$ cat src/hw/eam_defines.svh
// Constants of the exclusive access monitor.
`ifndef EAM_DEFINES_SVH
`define EAM_DEFINES_SVH
`define EAM_STATUS_OK      1'h0
`define EAM_STATUS_FAIL    1'h1
`define EAM_TAG_RESET      1'h0
`define EAM_SIZE_BYTE      2'h0
`define EAM_SIZE_HALF      2'h1
`define EAM_SIZE_WORD      2'h2
`define EAM_LANE_WIDTH     8
`endif

$ cat src/hw/eam_pkg.sv
// Types of the exclusive access monitor.
package eam_pkg;
    typedef enum logic [1:0] {
        EAM_OP_NONE  = 2'h0,
        EAM_OP_LOAD  = 2'h1,
        EAM_OP_STORE = 2'h3,
        EAM_OP_CLEAR = 2'h2
    } eam_op_e;

    typedef struct packed {
        logic        tag;
        logic [31:0] tag_addr;
        logic [1:0]  tag_size;
        logic        rsp_valid;
        logic [31:0] rsp_data;
        logic        rsp_status;
        logic        mem_we;
        logic [31:0] mem_addr;
        logic [31:0] mem_wdata;
        logic [3:0]  mem_be;
        logic        gclr;
    } eam_state_s;
endpackage

$ cat src/hw/eam_monitor.sv
// Exclusive access monitor: load-exclusive tagging and store-exclusive gating.
`timescale 1ns/10ps
`default_nettype none
`include "eam_defines.svh"

// Behaviour
// - Little-endian lanes, byte 0 lowest address
// - Load-exclusive returns data, sets local tag
// - Tagged store-exclusive writes, status 0
// - Untagged store-exclusive suppressed, status 1
// - Word, halfword and byte sizes supported
// - Clear-exclusive removes local tag
// - Every store-exclusive removes local tag
// - Exception entry removes local tag
// - System keeps global tags per processor
// - Clear-exclusive leaves global tags alone
// - Store or exception clears global tags
// - Never stalls; failure only via status
module eam_monitor (
    // Clock and reset
    input  wire logic        clk_sys,
    input  wire logic        reset_n,
    // Request from the load/store pipeline
    input  wire logic        req_valid,
    input  wire logic [1:0]  req_op,
    input  wire logic [1:0]  req_size,
    input  wire logic [31:0] req_addr,
    input  wire logic [31:0] req_wdata,
    input  wire logic        exception_entry,
    // Answer to the pipeline
    output logic             rsp_valid,
    output logic [31:0]      rsp_data,
    output logic             rsp_status,
    output logic             local_tag,
    // Memory side
    input  wire logic [31:0] mem_rdata,
    output logic             mem_we,
    output logic [31:0]      mem_addr,
    output logic [31:0]      mem_wdata,
    output logic [3:0]       mem_be,
    output logic             global_tag_clear
);
    eam_pkg::eam_state_s s_q;
    eam_pkg::eam_state_s s_d;

    logic [4:0]  lane_shift;
    logic [3:0]  lane_be;
    logic [31:0] lane_mask;

    // Byte lanes follow the low address bits; lane 0 holds the least significant byte.
    always_comb begin
        lane_shift = {req_addr[1:0], 3'h0};
        case (req_size)
            `EAM_SIZE_BYTE: begin
                lane_be   = 4'h1 << req_addr[1:0];
                lane_mask = 32'h000000ff;
            end
            `EAM_SIZE_HALF: begin
                lane_be   = 4'h3 << {req_addr[1], 1'h0};
                lane_mask = 32'h0000ffff;
            end
            default: begin
                lane_be   = 4'hf;
                lane_mask = 32'hffffffff;
            end
        endcase
    end

    always_comb begin
        s_d           = s_q;
        s_d.rsp_valid = 1'h0;
        s_d.mem_we    = 1'h0;
        s_d.gclr      = 1'h0;
        // Every request is answered in the next cycle; nothing waits for exclusivity.
        if (req_valid) begin
            s_d.rsp_valid = 1'h1;
            s_d.mem_addr  = req_addr;
            case (eam_pkg::eam_op_e'(req_op))
                eam_pkg::EAM_OP_LOAD: begin
                    s_d.rsp_data   = (mem_rdata >> lane_shift) & lane_mask;
                    s_d.rsp_status = `EAM_STATUS_OK;
                    s_d.tag        = 1'h1;
                    s_d.tag_addr   = req_addr;
                    s_d.tag_size   = req_size;
                end
                eam_pkg::EAM_OP_STORE: begin
                    s_d.rsp_data  = 32'h00000000;
                    s_d.mem_wdata = (req_wdata & lane_mask) << lane_shift;
                    s_d.mem_be    = lane_be;
                    if (s_q.tag) begin
                        s_d.mem_we     = 1'h1;
                        s_d.rsp_status = `EAM_STATUS_OK;
                    end else begin
                        s_d.rsp_status = `EAM_STATUS_FAIL;
                    end
                    s_d.tag  = 1'h0;
                    s_d.gclr = 1'h1;
                end
                eam_pkg::EAM_OP_CLEAR: begin
                    // Only the local tag goes; global tags stay with the system.
                    s_d.tag        = 1'h0;
                    s_d.rsp_status = `EAM_STATUS_OK;
                end
                default: begin
                    s_d.rsp_status = `EAM_STATUS_OK;
                end
            endcase
        end
        // Exception wins over a load in the same cycle, so an interrupted sequence always fails.
        if (exception_entry) begin
            s_d.tag  = 1'h0;
            s_d.gclr = 1'h1;
        end
    end

    always_ff @(posedge clk_sys) begin
        if (!reset_n) begin
            s_q            <= '0;
            s_q.tag        <= `EAM_TAG_RESET;
        end else begin
            s_q <= s_d;
        end
    end

    assign rsp_valid        = s_q.rsp_valid;
    assign rsp_data         = s_q.rsp_data;
    assign rsp_status       = s_q.rsp_status;
    assign local_tag        = s_q.tag;
    assign mem_we           = s_q.mem_we;
    assign mem_addr         = s_q.mem_addr;
    assign mem_wdata        = s_q.mem_wdata;
    assign mem_be           = s_q.mem_be;
    assign global_tag_clear = s_q.gclr;
endmodule
`default_nettype wire

$ cat config.mk
export PLATFORM = sky130hd
export DESIGN_NAME = eam_monitor
export DESIGN_NICKNAME = d
export VERILOG_FILES = /design/src/hw/eam_pkg.sv /design/src/hw/eam_monitor.sv
export VERILOG_INCLUDE_DIRS = /design/src /design/src/hw
export SDC_FILE = /design/constraint.sdc
export NUM_CORES = 1
export LEC_CHECK = 0
export BUFFER_PORTS_ARGS = -buffer_cell sky130_fd_sc_hd__buf_2
export CORE_MARGIN = 2
export CORE_UTILIZATION = 42
export DETAILED_ROUTE_END_ITERATION = 7
export PLACE_DENSITY = 0.87
export SLEW_MARGIN = 10
export SYNTH_ARGS = -nofsm -noshare
export SYNTH_HDL_FRONTEND = slang
export SYNTH_SLANG_ARGS = --single-unit
$ cat constraint.sdc
create_clock -name clk_sys -period 1.25 [get_ports clk_sys]
set_input_delay 0.25 -clock clk_sys [delete_from_list [all_inputs] [get_ports clk_sys]]
set_output_delay 0.25 -clock clk_sys [all_outputs]
set_load 0.01 [all_outputs]
==> summary.txt <==
Root Driver -> clkbuf_8
Die H -> 107 µm
Mapped Cells -> 500
maximum clock frequency -> 854 MHz
worst reg2reg setup slack -> 0.38 ns
die span in x -> 107 µm
die area -> 11,500 µm²
Worst Path Class, Setup -> register to primary output
cell with the most instances after synthesis -> dfxtp_1
total power -> 0.00670 W
Core ar. -> 10,300 µm²
Remaining DRCs -> 0
Post-synth top flop -> dfxtp_1
Fill cells -> 946
max cap viols -> 0
final hold vios -> 0
Post-CTS Repair Setup Buffers -> 0
Final Setup Violations -> 0
Arrival @ worst endpoint -> 0.92 ns
Final HPWL DP -> 10,600 µm
Setup crit end kind -> primary output
Final min period -> 1.17 ns
Worst Path Max Fanout -> 2
Seq cells post-synth -> 105
largest net degree at the start of global routing -> 41
max_slew headroom -> 46.1%
top cells by count, synth -> dfxtp_1 (105), nor2_1 (64), mux2i_1 (48), o21ai_0 (42), nand2_1 (40)
metal2 WL -> 6590 µm
Fin Clk Skew -> 0.000988 ns
Worst-Skew Late Latency -> 0.36 ns
Final Cycle Share -> 93.6%
Buf/Inv on CP -> 1
initial antenna violation count -> 0
Area growth, synth to finish -> 36.5%
Hold WS -> 0.0835 ns
drt first-iter violations -> 254
Post-Syn Area -> 4460 µm²
Num CTS Buffers -> 9
WL/cell -> 16.0 µm
IO buf count -> 208
CTS tree -> done
std cell rows -> 37
Peak VDD IR -> 0.000684 V
Slew @ Worst Pin -> 0.809 ns
crit-path cells -> buf_2
Pwr Density -> 1100 nW/µm²
met1 wire length -> 5490 µm
top post-synthesis cells by area -> dfxtp_1 (47%), mux2i_1 (11%), nor2_1 (5.4%)
Synth top area share -> 47.1%
Total GRT Usage -> 23.9%
met3 wire length -> 1470 µm
WP data required -> 1.00 ns
max incr delay on CP -> 0.38 ns
Nets -> 827
clk sinks -> 105
first-pass GRT wire length -> 21,600 µm
DRT Wirelength -> 13,900 µm
Final GP Congestion -> 0.875
startpoint type of the worst setup path -> register
syn nets -> 604
Top Layer Used -> met4
Leak -> 2.97 nW
Synth cell types -> 36
Hold/Removal Path Class -> input port to register
Max Slew Vio Count -> 0
Synth Area per Inst -> 8.93 µm²
CP top delay family -> flip-flops
drt first pass iters -> 5
initial core utilization -> 43.2%
largest area contributor in the netlist -> dfxtp_1
total number of vias -> 4,590
antenna-violating nets left -> 0
gr ovfl total -> 0
number of synthesized flops with an enable pin -> 0
post-synthesis sequential area ratio -> 47.1%
H-tree levels -> 3
Post-synth ARST share -> 0%
Post-CTS Resized -> 0
Via density -> 5.31
layout cells sized above 1 -> 38.0%
vias in the first global route -> 4,346
CTS max path bufs -> 2
I/O pins -> 209
Slowest cell on crit path -> dfxtp_1
antenna cells -> 0
CTS clock-pin slew for the worst setup and hold paths -> 0.11 ns
status -> completed
Syn. warnings -> 0
# hold bufs at CTS -> 0
RSZ-0062 raised after global routing -> no
==> flip-flops by register name, indices dropped and copies added, names as in the netlist <==
| register | flops |
|---|---|
| mem_addr | 32 |
| mem_wdata | 32 |
| rsp_data | 32 |
| mem_be | 4 |
| global_tag_clear | 1 |
| local_tag | 1 |
| mem_we | 1 |
| rsp_status | 1 |
| rsp_valid | 1 |
==> cell families after synthesis <==
logic type / synth area share, %
muxes: 10.8
and+or+nand+nor: 15.4
buffers and inverters: 4.60
DFF: 47.1
AOI/OAI and AO/OA: 22.1
==> path summary, 6_finish.rpt <==
check	startpoint	depth (start not counted)	end
worst max-delay path	rsp_data[13]	1	rsp_data[13]
worst min register to register	rsp_data[10]	1	rsp_data[10]
worst min-delay path	exception_entry	2	local_tag
worst max register to register	local_tag	2	local_tag
==> cell type report <==
class	count	area, µm²	share of cell area (%)
sequential	105	2100	34.5
timing repair buffer	254	1460	24.0
tap	136	170	2.79
inverter	3	11.3	0.185
clock inverter	6	51.3	0.842
clock buffer	10	138	2.26
multi-input combinational	350	2160	35.4
==> placed cells by master, fill, tap and decap left out, types with 2 or more instances in the layout <==
cell type and count:
o21ai_0 42, nand2b_1 2, a21oi_1 39, a22o_1 8, a32oi_1 8, a31oi_1 8
inv_1 2, nand2_1 40, a211oi_1 8, buf_12 6, o21ai_1 8, buf_4 40
clkbuf_8 10, nand3b_1 8, a32o_1 8, and3_1 2, a22oi_1 24, clkinv_4 3
and2_1 8, nor3_1 4, nor2_1 64, nor2b_1 9, mux2i_1 48, buf_2 208
dfxtp_1 105
==> report_power, final <==
group | internal [W] | switching [W]
sequential | 0.00347 | 0.0000592
clock | 0.000809 | 0.00123
combinational | 0.000514 | 0.000622
total | 0.00479 | 0.00191
==> per-layer routing <==
metal  vias up  track usage (%)
li1       2234                -
met1      2088             28.1
met2       245             41.5
met3        23             6.99
met4         0             7.79
met5         -                0
==> through the flow <==
step	instances	util (%)	setup slack, ns	setup TNS (ns)	cell area (µm²)
final	864	59.0	0.0796	0	6090
after global routing	864	59.0	0.0642	0	6090
after CTS	864	59.0	0.0763	0	6090
after detailed placement	848	57.2	-0.192	-7.63	5900
after global placement	848	57.2	-0.148	-5.31	5900
after floorplan	500	-	-0.0134	-0.107	4470
Note: power is estimated with default switching activity, not from simulation.
